===== config.mk =====
export PLATFORM = sky130hd
export DESIGN_NAME = cbm_top
export DESIGN_NICKNAME = d
export VERILOG_FILES = /design/src/common/cbm_pkg.sv /design/src/common/cbm_event_if.sv /design/src/hw/cbm_event_latch.sv /design/src/hw/cbm_top.sv
export SDC_FILE = /design/constraint.sdc
export NUM_CORES = 1
export LEC_CHECK = 0
export ABC_AREA = 1
export BUFFER_PORTS_ARGS = -buffer_cell sky130_fd_sc_hd__buf_2
export CORE_ASPECT_RATIO = 0.8
export CORE_MARGIN = 2
export CORE_UTILIZATION = 55
export DETAILED_ROUTE_END_ITERATION = 10
export PLACE_DENSITY = 0.94
export SLEW_MARGIN = 40
export SYNTH_ARGS = -nofsm -noshare
export SYNTH_HDL_FRONTEND = slang
export SYNTH_HIERARCHICAL = 1
export SYNTH_SLANG_ARGS = --single-unit

===== constraint.sdc =====
create_clock -name clk_sys -period 1.55 [get_ports clk_sys]
set_input_delay 0.0775 -clock clk_sys [delete_from_list [all_inputs] [get_ports clk_sys]]
set_output_delay 0.0775 -clock clk_sys [all_outputs]
set_load 0.01 [all_outputs]

===== src/common/cbm_pkg.sv =====
package cbm_pkg;
    // ****************************************************************
    // register map
    // ****************************************************************
    localparam logic [7:0] MASK_ADDR = 8'h2C; // balance_event_mask offset
    localparam logic [7:0] FLAG_ADDR = 8'h2B; // event flag register offset
    localparam logic [7:0] MASK_RESET = 8'h00; // mask reset value
    localparam logic [7:0] FLAG_RESET = 8'h00; // flag reset value
    localparam logic [7:0] MASK_WRITABLE = 8'h3F; // bits 7:6 reserved
    // ****************************************************************
    // field positions, shared by mask and flag registers
    // ****************************************************************
    localparam int EV_OVERCURRENT = 0; // balance_overcurrent
    localparam int EV_LOWER_OV = 1; // lower_overvolt
    localparam int EV_UPPER_OV = 2; // upper_overvolt
    localparam int EV_LOWER_CV = 3; // lower_const_volt
    localparam int EV_UPPER_CV = 4; // upper_const_volt
    localparam int EV_TRANSITION = 5; // balance_transition
    localparam int EV_COUNT = 6; // number of event sources
    // ****************************************************************
    // alert pulse timing
    // ****************************************************************
    localparam int ALERT_PULSE_CYCLES = 1; // low time of alert pin
endpackage


===== src/common/cbm_event_if.sv =====
`timescale 1ns/1ps
// carries latched flags and new event pulses between modules
interface cbm_event_if;
    import cbm_pkg::*;
    logic [EV_COUNT-1:0] flags; // latched event flags
    logic [EV_COUNT-1:0] newEvent; // one-cycle pulse per fresh event
    modport source (output flags, output newEvent);
    modport sink (input flags, input newEvent);
endinterface


===== src/hw/cbm_event_latch.sv =====
`timescale 1ns/1ps
// latches event flags; flags clear on host read, set wins over clear
module cbm_event_latch (
    // clock and reset
    input wire logic clk_sys,
    input wire logic rst_n,
    // raw conditions from balancing logic
    input wire logic [cbm_pkg::EV_COUNT-1:0] condLevel,
    // clear request from register read
    input wire logic flagReadClr,
    // outgoing flags and events
    cbm_event_if.source ev
);
    import cbm_pkg::*;

    // ****************************************************************
    // edge detection on conditions
    // ****************************************************************
    logic [EV_COUNT-1:0] condPrev_ff; // condition one cycle ago
    logic [EV_COUNT-1:0] flags_ff; // sticky flags
    logic [EV_COUNT-1:0] rise; // new event pulses

    // previous condition levels
    always_ff @(posedge clk_sys) begin
        if (!rst_n) begin
            condPrev_ff <= '0;
        end else begin
            condPrev_ff <= condLevel;
        end
    end

    genvar gi;
    generate
        for (gi = 0; gi < EV_COUNT; gi++) begin : g_ev
            if (gi == EV_TRANSITION) begin : g_both
                // transition counts entry and exit alike
                assign rise[gi] = condLevel[gi] ^ condPrev_ff[gi];
            end else begin : g_rise
                // fresh start of a held condition
                assign rise[gi] = condLevel[gi] & ~condPrev_ff[gi];
            end
        end
    endgenerate

    // ****************************************************************
    // sticky flags
    // ****************************************************************
    // a condition other than transition still present keeps its flag set even through a read,
    // so an ongoing fault is never reported as gone
    always_ff @(posedge clk_sys) begin
        if (!rst_n) begin
            flags_ff <= FLAG_RESET[EV_COUNT-1:0];
        end else if (flagReadClr) begin
            flags_ff <= rise | (condLevel & ~(EV_COUNT'(1) << EV_TRANSITION));
        end else begin
            flags_ff <= flags_ff | rise | (condLevel & ~(EV_COUNT'(1) << EV_TRANSITION));
        end
    end

    assign ev.flags = flags_ff;
    assign ev.newEvent = rise;

    // a fresh upper overvolt event always lands in the flag next cycle
    a_flag_sets_event: assert property (@(posedge clk_sys) disable iff (!rst_n)
        rise[EV_UPPER_OV] |=> flags_ff[EV_UPPER_OV])
        else $error("upper overvolt event not latched");
endmodule


===== src/hw/cbm_top.sv =====
`timescale 1ns/1ps
// Function
// - 8-bit mask at 2Ch, resets to zero
// - bits 7 and 6 read zero
// - transition mask stops balance entry/exit alert
// - upper CV mask stops its alert
// - lower CV mask stops its alert
// - upper overvolt mask stops its alert
// - lower overvolt mask stops its alert
// - overcurrent mask stops its alert
// - transition flag sets on entry or exit
// - flags stay set, clear on read unless a condition other than transition is still held
module cbm_top (
    // clock and reset
    input wire logic clk_sys,
    input wire logic rst_n,
    // register port from serial bus engine
    input wire logic [7:0] regAddr,
    input wire logic regWrite,
    input wire logic regRead,
    input wire logic [7:0] regWdata,
    output logic [7:0] regRdata,
    // balancing conditions from analogue side
    input wire logic balanceActive,
    input wire logic upperConstVolt,
    input wire logic lowerConstVolt,
    input wire logic upperOvervolt,
    input wire logic lowerOvervolt,
    input wire logic balanceOvercurrent,
    // host alert pin, pulses low
    output logic alert_n
);
    import cbm_pkg::*;

    // ****************************************************************
    // event latch
    // ****************************************************************
    cbm_event_if evBus ();
    logic [EV_COUNT-1:0] condLevel; // packed conditions
    logic flagReadClr; // host reading flag register

    assign condLevel[EV_TRANSITION] = balanceActive;
    assign condLevel[EV_UPPER_CV] = upperConstVolt;
    assign condLevel[EV_LOWER_CV] = lowerConstVolt;
    assign condLevel[EV_UPPER_OV] = upperOvervolt;
    assign condLevel[EV_LOWER_OV] = lowerOvervolt;
    assign condLevel[EV_OVERCURRENT] = balanceOvercurrent;
    assign flagReadClr = regRead && (regAddr == FLAG_ADDR);

    cbm_event_latch uLatch (
        .clk_sys(clk_sys),
        .rst_n(rst_n),
        .condLevel(condLevel),
        .flagReadClr(flagReadClr),
        .ev(evBus.source)
    );

    // ****************************************************************
    // mask register
    // ****************************************************************
    logic [7:0] mask_ff; // balance_event_mask
    logic [EV_COUNT-1:0] unmaskedEvent; // events allowed to alert

    // reserved bits are never stored, whatever the host writes
    always_ff @(posedge clk_sys) begin
        if (!rst_n) begin
            mask_ff <= MASK_RESET;
        end else if (regWrite && regAddr == MASK_ADDR) begin
            mask_ff <= regWdata & MASK_WRITABLE;
        end
    end

    // each mask bit gates only its own source; flags are untouched
    assign unmaskedEvent = evBus.newEvent & ~mask_ff[EV_COUNT-1:0];

    // ****************************************************************
    // alert pulse
    // ****************************************************************
    logic [1:0] pulseCnt_ff; // remaining low cycles

    // a new event restarts the pulse; back-to-back events merge
    always_ff @(posedge clk_sys) begin
        if (!rst_n) begin
            pulseCnt_ff <= '0;
        end else if (|unmaskedEvent) begin
            pulseCnt_ff <= 2'(ALERT_PULSE_CYCLES);
        end else if (pulseCnt_ff != '0) begin
            pulseCnt_ff <= pulseCnt_ff - 2'd1;
        end
    end

    // alert pin registered, low on the event edge and while the count runs on
    // a width above one cycle keeps the pin low for the remaining count
    always_ff @(posedge clk_sys) begin
        if (!rst_n) begin
            alert_n <= 1'b1;
        end else begin
            alert_n <= !((|unmaskedEvent) || (pulseCnt_ff > 2'd1));
        end
    end

    // ****************************************************************
    // read data
    // ****************************************************************
    // registered read; unmapped addresses return zero
    always_ff @(posedge clk_sys) begin
        if (!rst_n) begin
            regRdata <= '0;
        end else if (regRead && regAddr == MASK_ADDR) begin
            regRdata <= {2'b00, mask_ff[5:0]};
        end else if (regRead && regAddr == FLAG_ADDR) begin
            regRdata <= {2'b00, evBus.flags};
        end else if (regRead) begin
            regRdata <= '0;
        end
    end

    // ****************************************************************
    // checks
    // ****************************************************************
    a_mask_reset_zero: assert property (@(posedge clk_sys)
        !rst_n |=> mask_ff == 8'h00)
        else $error("mask not zero after reset");
    a_reserved_read_zero: assert property (@(posedge clk_sys) disable iff (!rst_n)
        $past(regRead) |-> regRdata[7:6] == 2'b00)
        else $error("reserved bits read nonzero");
    a_transition_masked: assert property (@(posedge clk_sys) disable iff (!rst_n)
        (evBus.newEvent == 6'h20 && mask_ff[5]) |=> alert_n)
        else $error("masked transition pulsed alert");
    a_upper_cv_masked: assert property (@(posedge clk_sys) disable iff (!rst_n)
        (evBus.newEvent == 6'h10 && mask_ff[4]) |=> alert_n)
        else $error("masked upper cv pulsed alert");
    a_lower_cv_masked: assert property (@(posedge clk_sys) disable iff (!rst_n)
        (evBus.newEvent == 6'h08 && mask_ff[3]) |=> alert_n)
        else $error("masked lower cv pulsed alert");
    a_upper_ov_masked: assert property (@(posedge clk_sys) disable iff (!rst_n)
        (evBus.newEvent == 6'h04 && mask_ff[2]) |=> alert_n)
        else $error("masked upper ov pulsed alert");
    a_lower_ov_masked: assert property (@(posedge clk_sys) disable iff (!rst_n)
        (evBus.newEvent == 6'h02 && mask_ff[1]) |=> alert_n)
        else $error("masked lower ov pulsed alert");
    a_overcurrent_masked: assert property (@(posedge clk_sys) disable iff (!rst_n)
        (evBus.newEvent == 6'h01 && mask_ff[0]) |=> alert_n)
        else $error("masked overcurrent pulsed alert");
    a_unmasked_alerts: assert property (@(posedge clk_sys) disable iff (!rst_n)
        (evBus.newEvent[5] && !mask_ff[5]) |=> !alert_n && evBus.flags[5])
        else $error("unmasked transition missed alert or flag");
    // unmasked sources must both alert and flag
    a_upper_cv_alerts: assert property (@(posedge clk_sys) disable iff (!rst_n)
        (evBus.newEvent[EV_UPPER_CV] && !mask_ff[EV_UPPER_CV])
            |=> !alert_n && evBus.flags[EV_UPPER_CV])
        else $error("unmasked upper cv missed alert or flag");
    a_lower_cv_alerts: assert property (@(posedge clk_sys) disable iff (!rst_n)
        (evBus.newEvent[EV_LOWER_CV] && !mask_ff[EV_LOWER_CV])
            |=> !alert_n && evBus.flags[EV_LOWER_CV])
        else $error("unmasked lower cv missed alert or flag");
    a_upper_ov_alerts: assert property (@(posedge clk_sys) disable iff (!rst_n)
        (evBus.newEvent[EV_UPPER_OV] && !mask_ff[EV_UPPER_OV])
            |=> !alert_n && evBus.flags[EV_UPPER_OV])
        else $error("unmasked upper ov missed alert or flag");
    a_lower_ov_alerts: assert property (@(posedge clk_sys) disable iff (!rst_n)
        (evBus.newEvent[EV_LOWER_OV] && !mask_ff[EV_LOWER_OV])
            |=> !alert_n && evBus.flags[EV_LOWER_OV])
        else $error("unmasked lower ov missed alert or flag");
    a_overcurrent_alerts: assert property (@(posedge clk_sys) disable iff (!rst_n)
        (evBus.newEvent[EV_OVERCURRENT] && !mask_ff[EV_OVERCURRENT])
            |=> !alert_n && evBus.flags[EV_OVERCURRENT])
        else $error("unmasked overcurrent missed alert or flag");

    // ****************************************************************
    // checks: register port
    // ****************************************************************
    // reserved mask bits never hold a one
    a_mask_bits_clear: assert property (@(posedge clk_sys) disable iff (!rst_n)
        mask_ff[7:6] == 2'h0)
        else $error("reserved mask bits stored");
    // a mask write lands on the next edge
    a_mask_write_lands: assert property (@(posedge clk_sys) disable iff (!rst_n)
        (regWrite && regAddr == MASK_ADDR) |=> mask_ff[5:0] == $past(regWdata[5:0]))
        else $error("mask write lost");
    // without a write the mask keeps its value
    a_mask_holds: assert property (@(posedge clk_sys) disable iff (!rst_n)
        !(regWrite && regAddr == MASK_ADDR) |=> $stable(mask_ff))
        else $error("mask changed without write");
    // mask read returns the stored bits
    a_mask_read_back: assert property (@(posedge clk_sys) disable iff (!rst_n)
        (regRead && regAddr == MASK_ADDR) |=> regRdata == {2'h0, $past(mask_ff[5:0])})
        else $error("mask read data wrong");
    // flag read returns the flags as they stood before the clear
    a_flag_read_back: assert property (@(posedge clk_sys) disable iff (!rst_n)
        (regRead && regAddr == FLAG_ADDR) |=> regRdata == {2'h0, $past(evBus.flags)})
        else $error("flag read data wrong");
    // other addresses read zero
    a_other_read_zero: assert property (@(posedge clk_sys) disable iff (!rst_n)
        (regRead && regAddr != MASK_ADDR && regAddr != FLAG_ADDR) |=> regRdata == 8'h00)
        else $error("unmapped read nonzero");
    // read data stands until the next read
    a_rdata_stands: assert property (@(posedge clk_sys) disable iff (!rst_n)
        !regRead |=> $stable(regRdata))
        else $error("read data changed without read");

    // ****************************************************************
    // checks: event flags
    // ****************************************************************
    // a read with nothing pending leaves all flags clear
    a_flag_read_clears: assert property (@(posedge clk_sys) disable iff (!rst_n)
        (flagReadClr && condLevel == 6'h00 && evBus.newEvent == 6'h00)
            |=> evBus.flags == 6'h00)
        else $error("flags not cleared by read");
    // a held condition other than transition keeps its flag set, reads or not
    a_held_flag_stays: assert property (@(posedge clk_sys) disable iff (!rst_n)
        (condLevel[EV_TRANSITION-1:0] != '0) |=> (evBus.flags[EV_TRANSITION-1:0]
            & $past(condLevel[EV_TRANSITION-1:0])) == $past(condLevel[EV_TRANSITION-1:0]))
        else $error("held condition lost its flag");
    // a change of balancing state always flags
    a_transition_flags: assert property (@(posedge clk_sys) disable iff (!rst_n)
        $changed(balanceActive) |=> evBus.flags[EV_TRANSITION])
        else $error("balance transition not flagged");
endmodule


**Word-level counts from Yosys, hierarchy flattened**

Index checks and enable logic that the tools add are counted.

- Equal/unequal tests: 2
- Reductions and logical operators: 10
- $add $sub $neg: 1
- Muxes and demuxes: 6
- Bitwise logic cells: 17
- Magnitude comparators: 1

Operators by type and width:

| kind | number |
|---|---|
| 6-bit two-way mux | 4 |
| 8-bit by 6-bit == test with 1-bit output, second input constant | 2 |
| 6-bit by 5-bit OR with 6-bit output | 2 |
| 7-bit OR reduction | 1 |
| 6-bit AND | 1 |
| 1-bit NOT | 6 |
| 6-bit NOT | 1 |
| 6-bit OR | 1 |
| 6-bit OR reduction | 1 |
| 1-bit AND | 5 |
| 2-bit nonzero test | 2 |
| 1-bit logical AND | 3 |
| 3-bit nonzero test | 1 |
| 2-bit by 1-bit > comparator with 1-bit output, second input constant | 1 |
| 1-bit two-way mux | 2 |
| 2-bit by 1-bit subtractor with 2-bit output, second input constant | 1 |
| 1-bit zero test | 1 |
| 1-bit logical OR | 1 |
| 1-bit bitwise XOR | 1 |

- Logic and storage cells: 44
- Output and inout port bits: 9
- Register bits: 27
- Bits of input ports: 26

**Depth between registers and ports, before layout**

Gate-level depths: netlist (run 1).

- Word-level depth: 6
- Depth in mapped cells: 10
- Gate-level depth less buffers: 10

**Modules after synthesis**

Netlist (run 1), hierarchy kept.

Modules (own cells, without submodules):

| module | area each (um^2) | sequential area each (um^2) | instances | cells an instance |
|---|---|---|---|---|
| cbm_top | 870.8 | 300.3 | 1 | 135 |
| cbm_event_latch | 420.4 | 240.2 | 1 | 55 |

**Least setup slack after synthesis (run 1)**

No wires, ideal clock.

- Path kind: reg2reg
- Start: register uLatch.condPrev_ff[5]
- End: register pulseCnt_ff[0]
- Path slack: 0.517 ns
- Cell stages (with the launch flop): 11
- Arrival: 0.918 ns
- Cells stage by stage: dfxtp_1 inv_1 nand2_1 nand2_1 inv_1 nand2_1 nand2_1 a21oi_1 nand2_1 o21ai_0 inv_1

- Longest elaborated chain between the ends: 4
- Elaborated cells between the ends (all ways): 5

RTL lines:

| what | line | RTL |
|---|---|---|
| start, declared | cbm_event_latch.sv:19 | `logic [EV_COUNT-1:0] condPrev_ff;` |
| start signal, assigned | cbm_event_latch.sv:28 | `condPrev_ff <= condLevel;` |
| 1-bit bitwise XOR * | cbm_event_latch.sv:37 | `assign rise[gi] = condLevel[gi] ^ condPrev_ff[gi];` |
| net evBus.newEvent[5] | cbm_event_if.sv:6 | `logic [EV_COUNT-1:0] newEvent;` |
| 6-bit AND * | cbm_top.sv:74 | `assign unmaskedEvent = evBus.newEvent & ~mask_ff[EV_COUNT-1:0];` |
| 6-bit OR reduction * | cbm_top.sv:85 | `end else if (\|unmaskedEvent) begin` |
| 1-bit two-way mux / 2-bit nonzero test (equally long branches) | -- |  |
| end signal, assigned | cbm_top.sv:86 | `pulseCnt_ff <= 2'(ALERT_PULSE_CYCLES);` |
| end signal, assigned | cbm_top.sv:88 | `pulseCnt_ff <= pulseCnt_ff - 2'd1;` |
| end, declared | cbm_top.sv:79 | `logic [1:0] pulseCnt_ff;` |

The timed path passes the listed nets; every way through them passes the cells marked *.
A chain may end at the register's enable or synchronous reset.

**Worst setup path after layout (run 1)**

- Start: input port balanceActive
- End: register pulseCnt_ff[0]

- Longest elaborated chain between the ends: 4
- Elaborated cells between the ends (all ways): 5

RTL lines:

| what | line | RTL |
|---|---|---|
| start, declared | cbm_top.sv:24 | `input wire logic balanceActive,` |
| 1-bit bitwise XOR * | cbm_event_latch.sv:37 |  |
| net evBus.newEvent[5] | cbm_event_if.sv:6 |  |
| 6-bit AND * | cbm_top.sv:74 |  |
| 6-bit OR reduction * | cbm_top.sv:85 |  |
| 1-bit two-way mux / 2-bit nonzero test (equally long branches) | -- |  |

Marks and branches as above.

==> results_dict.tcl, run 1 <==
set metrics [dict create \
    rows 15 \
    slew_violations 0 \
    wl_mm 2.49 \
    ys.warnings.count 6 \
    wl_met2_mm 1.06 \
    cp_data_arrival_time_ns 1.55 \
    core_mm2 0.00220 \
    die-area_mm2 0.00275 \
    n_antenna_cell 0 \
    crit_chain "dlygate4sd3_1 -> buf_2 -> inv_1 -> nand2_1 -> nand2_1 -> inv_1 -> nand2_1 -> nand2_1 -> a21oi_1 -> nand2_1 -> o21ai_0 -> inv_1" \
    ant_nets 0 \
    cp-end-kind "register" \
    instances_no_fill 256 \
    cts_tree "done" \
    gp_congestion 0.795 \
    syn_area_mm2 0.00129 \
    drc 0 \
    start_util_pct 58.8 \
    layout-drive-gt1-share_pct 18.6 \
    cts_buffers 3 \
    post-dp-hpwl_mm 1.80 \
    pre_cts_slack_ns 0.338 \
    grt_antenna_before_repair 0 \
    io_buffers 30 \
    highest_layer "met4" \
    layout_common_cells "nand2_1 (49), nor2_1 (40), inv_1 (32)" \
    status "complete, no violations" \
    n_fill_cell 186 \
    path_max_fanout 3 \
    die_y_um 47.3 \
    start_kind "input pin" \
    avgSynthCellArea_um2 6.80 \
    h-tree-depth 1 \
    areaGrowthSynthToFinish_pct 22.5 \
    critical_path.most_common_cell "nand2_1" \
    cts_sinks 27 \
    final_common_cell "nand2_1" \
    hold_viol_final 0 \
    timing.critical_path.slowest_stage_cell "dlygate4sd3_1" \
    route.detailed.wl_per_inst_um 9.72 \
    critPathMaxStageDelay_ns 0.53 \
    route.met3.wl_um 147 \
    drt-initial-drc-count 21 \
    p_leak_uw 0.000912 \
    required_ns 1.80 \
    grt_pass1_wl_mm 4.06 \
    fin_hold_ws_ns 0.129 \
    clockRootBuffer "clkbuf_4" \
    ys_seq_area_share_pct 41.9 \
    cts.path.max_buffers 2 \
    ir_worst_vdd_uv 880 \
    fmax_mhz 772 \
    finalSetupViolCount 0 \
    grt_max_degree 28 \
    dp.cells 240 \
    min_path_type "input pin to register" \
    rsz0062_at_grt "no" \
    grt_pass1_vias 976 \
    synth_seq_cells 27 \
    first_pass_iters 4 \
    grt_usage_pct 20.3 \
    syn_inst 190 \
    powerDensity_mw_per_mm2 797 \
    wl_met1_mm 1.25 \
    fin_crit_ns 1.29 \
    nNetsFinal 260 \
    cpLargestDelayFamily "buffers and inverters" \
    setup-tns-final_ns 0 \
    period_share_pct 83.5 \
    overflow 0 \
    fin_skew_ns 0.00293 \
    viasPerCell 4.52 \
    cap_violations 0 \
    setup_ws_ns 0.255 \
    clk_pin_slew_ns 0.15 \
    die_x_um 58.2 \
    clk_latency_ns 0.34 \
    num_vias 1158 \
    criticalPathCategory "input pin to register" \
    io_pins 35 \
    cp.buffers_inverters 5 \
    ys_types 20 \
]
[metal layers]
layer  vias up  track usage (%)
met4         0             8.37
met3         5             6.34
met2        27             34.1
li1        641                -
met1       485             25.0
met5         -                0
[cell usage after synthesis (all sizes together)]
cell	number	share of area [%]
o21ai	8	3.1
conb	1	0.29
nor2	42	15
inv	33	9.6
ha	2	1.9
dfxtp	27	42
buf	5	3.3
a21oi	3	1.5
xnor2	1	0.68
clkbuf	1	0.29
nor3b	1	0.58
nand3	13	6.0
nand2	53	16
[final cells by class]
class / instances / area (µm²) / share of cell area [%]
repair buffers: 42 / 270 / 17.1
multi-input cells: 125 / 584 / 36.9
inverters: 33 / 124 / 7.83
clock buffers: 3 / 22.5 / 1.42
flip-flops and latches: 27 / 541 / 34.2
clock inverters: 1 / 8.76 / 0.554
well taps: 25 / 31.3 / 1.98
[worst reg2reg max path, cell delays in order, from the launching register on]
cell and delay, ns:
dfxtp_1 0.34, inv_1 0.04, nand2_1 0.04, nand2_1 0.09, inv_1 0.05, nand2_1 0.06, nand2_1 0.06, a21oi_1 0.11
nand2_1 0.10, o21ai_0 0.20, inv_1 0.06
[path summary, 6_finish.rpt]
check,startpoint,endpoint,slack (ns),cells past startpoint
worst max-delay path,balanceActive,pulseCnt_ff[0],0.26,12
worst min-delay path,regRead,regRdata[4],0.13,4
worst max register to register,uLatch/condPrev_ff[5],pulseCnt_ff[0],0.32,10
worst min register to register,uLatch/ev.flags[1],uLatch/ev.flags[1],0.48,2
[report_power, final]
group          internal [µW]  leakage (µW)  switching [µW]  total (µW)
sequential               729      0.000223            14.6         743
combinational           87.0      0.000671            98.7         186
clock                    106     0.0000183             225         331
total                    921      0.000912             339        1260
[timing repair]
item	CTS	global route
hold endpoints to repair	17	0
setup buffers	0	0
hold buffers	12	0
gates resized for setup	0	0
[flip-flops by register name (all words and copies together), names as in the netlist]
name / count
mask_ff: 6
regRdata: 6
uLatch/condPrev_ff: 6
alert_n: 1
uLatch/ev.flags: 6
pulseCnt_ff: 2
[cells by family after synthesis]
family / Yosys count / synth area share (%)
simple gates: 109 / 37.5
buf+inv: 39 / 13.2
flops: 27 / 41.9
compound gates: 11 / 4.55
fa+ha+maj: 2 / 1.94
xor+xnor: 1 / 0.678
other cells: 1 / 0.290
[per-stage QoR]
step	utilization (%)	cell area, µm²	power, µW
2_1_floorplan	-	1290	864
3_3_place_gp	65.1	1430	915
3_5_place_dp	65.1	1430	921
4_1_cts	72.0	1580	1270
5_1_grt	72.0	1580	1330
6_report	72.0	1580	1260
Note: power is estimated with default switching activity, not from simulation.
==> inputs of run 2 (changes only) <==
- CORE_UTILIZATION: 55 -> 46
- PLACE_DENSITY: 0.94 -> 0.85
- clock period: 1.55 -> 1.1 ns (I/O delays scaled with it)
==> results_dict.tcl, run 2 (synthesis gave the netlist of run 1 again) <==
set metrics [dict create \
    r2r_start "pulseCnt_ff[0]" \
    cp_data_arrival_time_ns 1.36 \
    rsz0062_at_grt "yes" \
    r2r_cells 5 \
    p_clk_share_pct 24.7 \
    required_ns 1.36 \
    cts_buffers 3 \
    switching_share_pct 26.2 \
    crit_path_end "pulseCnt_ff[1]" \
    powerDensity_mw_per_mm2 1070 \
    setup-tns-final_ns 0 \
    cp-end-kind "register" \
    cts.path.max_buffers 2 \
    die_x_um 63.2 \
    r2r_slack_ns 0.002 \
    die_y_um 51.4 \
    crit_chain "inv_1 -> ha_1 -> nor2_1 -> a21oi_1 -> nor3b_2" \
    grt_usage_pct 17.3 \
    gp_congestion 0.795 \
    slew_violations 0 \
    path_max_fanout 2 \
    p_leak_uw 0.000939 \
    p_int_uw 1300 \
    clk_pin_slew_ns 0.15 \
    met2_usage_pct 29.4 \
    critPathMaxStageDelay_ns 0.37 \
    switchingPower_uw 461 \
    finalSetupViolCount 0 \
    hold_viol_final 0 \
    seq_power_share_pct 59.5 \
    cap_violations 0 \
    grt_pass1_wl_mm 4.39 \
    grt.met1_usage_pct 21.8 \
    h-tree-depth 1 \
    fmax_mhz 910 \
    min_path_type "input pin to register" \
    drt-initial-drc-count 29 \
    start_util_pct 47.4 \
    top_usage_layer "met2" \
    post-dp-hpwl_mm 1.80 \
    grt_antenna_before_repair 0 \
    layout-drive-gt1-share_pct 22.9 \
    n_fill_cell 275 \
    die-area_mm2 0.00325 \
    clockRootBuffer "clkbuf_4" \
    areaGrowthSynthToFinish_pct 27.4 \
    cts_tree "done" \
    route.detailed.wl_per_inst_um 9.15 \
    num_vias 1196 \
    r2r_end "pulseCnt_ff[1]" \
    io_pins 35 \
    drc 0 \
    total_power_uw 1760 \
    final_common_cell "nand2_1" \
    criticalPathCategory "register to register" \
    period_share_pct 99.9 \
    cts_sinks 27 \
    n_antenna_cell 0 \
    timing.critical_path.slowest_stage_cell "dfxtp_1" \
    io_buffers 30 \
    core_mm2 0.00272 \
    p_comb_share_pct 15.8 \
    viasPerCell 4.36 \
    fin_skew_ns 0.0160 \
    first_pass_iters 4 \
    grt_max_degree 28 \
    nNetsFinal 265 \
    rows 17 \
    startpoint "pulseCnt_ff[0]" \
    layout_common_cells "nand2_1 (48), nor2_1 (40), inv_1 (31)" \
    grtUsageMet3_pct 4.41 \
    wl_mm 2.51 \
    ir_worst_vdd_uv 1010 \
    grt_pass1_vias 1038 \
    overflow 0 \
    fin_crit_ns 1.10 \
    start_kind "register" \
    ant_nets 0 \
    status "complete, no violations" \
    clk_latency_ns 0.34 \
]
==> run 2: per-stage QoR <==
stage               utilization [%]  cell area, µm²  hold WS (ns)  setup WS [ns]  cells
floorplan                         -            1290         0.148         0.0667    191
global placement               54.2            1480         0.266         0.0294    257
detailed placement             54.2            1480         0.266        0.00264    257
CTS                            59.7            1620         0.100        0.00138    273
global route                   60.4            1650         0.142         -0.108    274
finish                         60.4            1650         0.124        0.00151    274
==> run 2: power groups by stage <==
stage | clock, µW | sequential (µW) | combinational, µW
after floorplan | 0 | 1070 | 146
after global placement | 0 | 1070 | 233
after detailed placement | 0 | 1070 | 238
after CTS | 448 | 1050 | 271
after global routing | 492 | 1060 | 318
final | 436 | 1050 | 278
==> run 2: cell type report <==
| cell class | count | area, µm² | share of cell area (%) |
|---|---|---|---|
| inverter | 33 | 124 | 7.53 |
| multi-input combinational | 125 | 596 | 36.2 |
| clock buffer | 3 | 22.5 | 1.37 |
| clock inverter | 1 | 5.00 | 0.304 |
| tap | 38 | 47.5 | 2.89 |
| timing repair buffer | 47 | 308 | 18.7 |
| sequential | 27 | 543 | 33.0 |
==> run 2: worst max-delay path, delay by kind of cell, from the launching register on <==
kind	cells	cell delay, ns
AO/OA/AOI/OAI	1	0.06
adder cells (fa/ha/maj)	1	0.28
buffers and inverters	1	0.05
flip-flops	1	0.37
AND/OR/NAND/NOR	2	0.26
==> run 2: worst min-delay path by stage <==
stage	start	to	slack, ns	cells after the start
finish	regWrite	mask_ff[4]	0.12	4
floorplan	balanceActive	uLatch/condPrev_ff[5]	0.15	2
detailed placement	balanceActive	uLatch/condPrev_ff[5]	0.27	3
global placement	balanceActive	uLatch/condPrev_ff[5]	0.27	3
global route	regWrite	mask_ff[4]	0.14	4
CTS	balanceActive	uLatch/ev.flags[5]	0.10	5
==> run 2: timing repair <==
item,in CTS,in global routing
setup buffers,0,1
gates resized for setup,0,8
setup endpoints to repair,0,3
endpoints found under the hold margin,17,0
hold buffers,12,0
==> run 2: per-layer routing <==
metal | part of all wire, % | vias up
met2 | 44 | 27
li1 | - | 651
met5 | 0 | -
met3 | 5.0 | 4
met4 | 1.1 | 0
met1 | 50 | 514
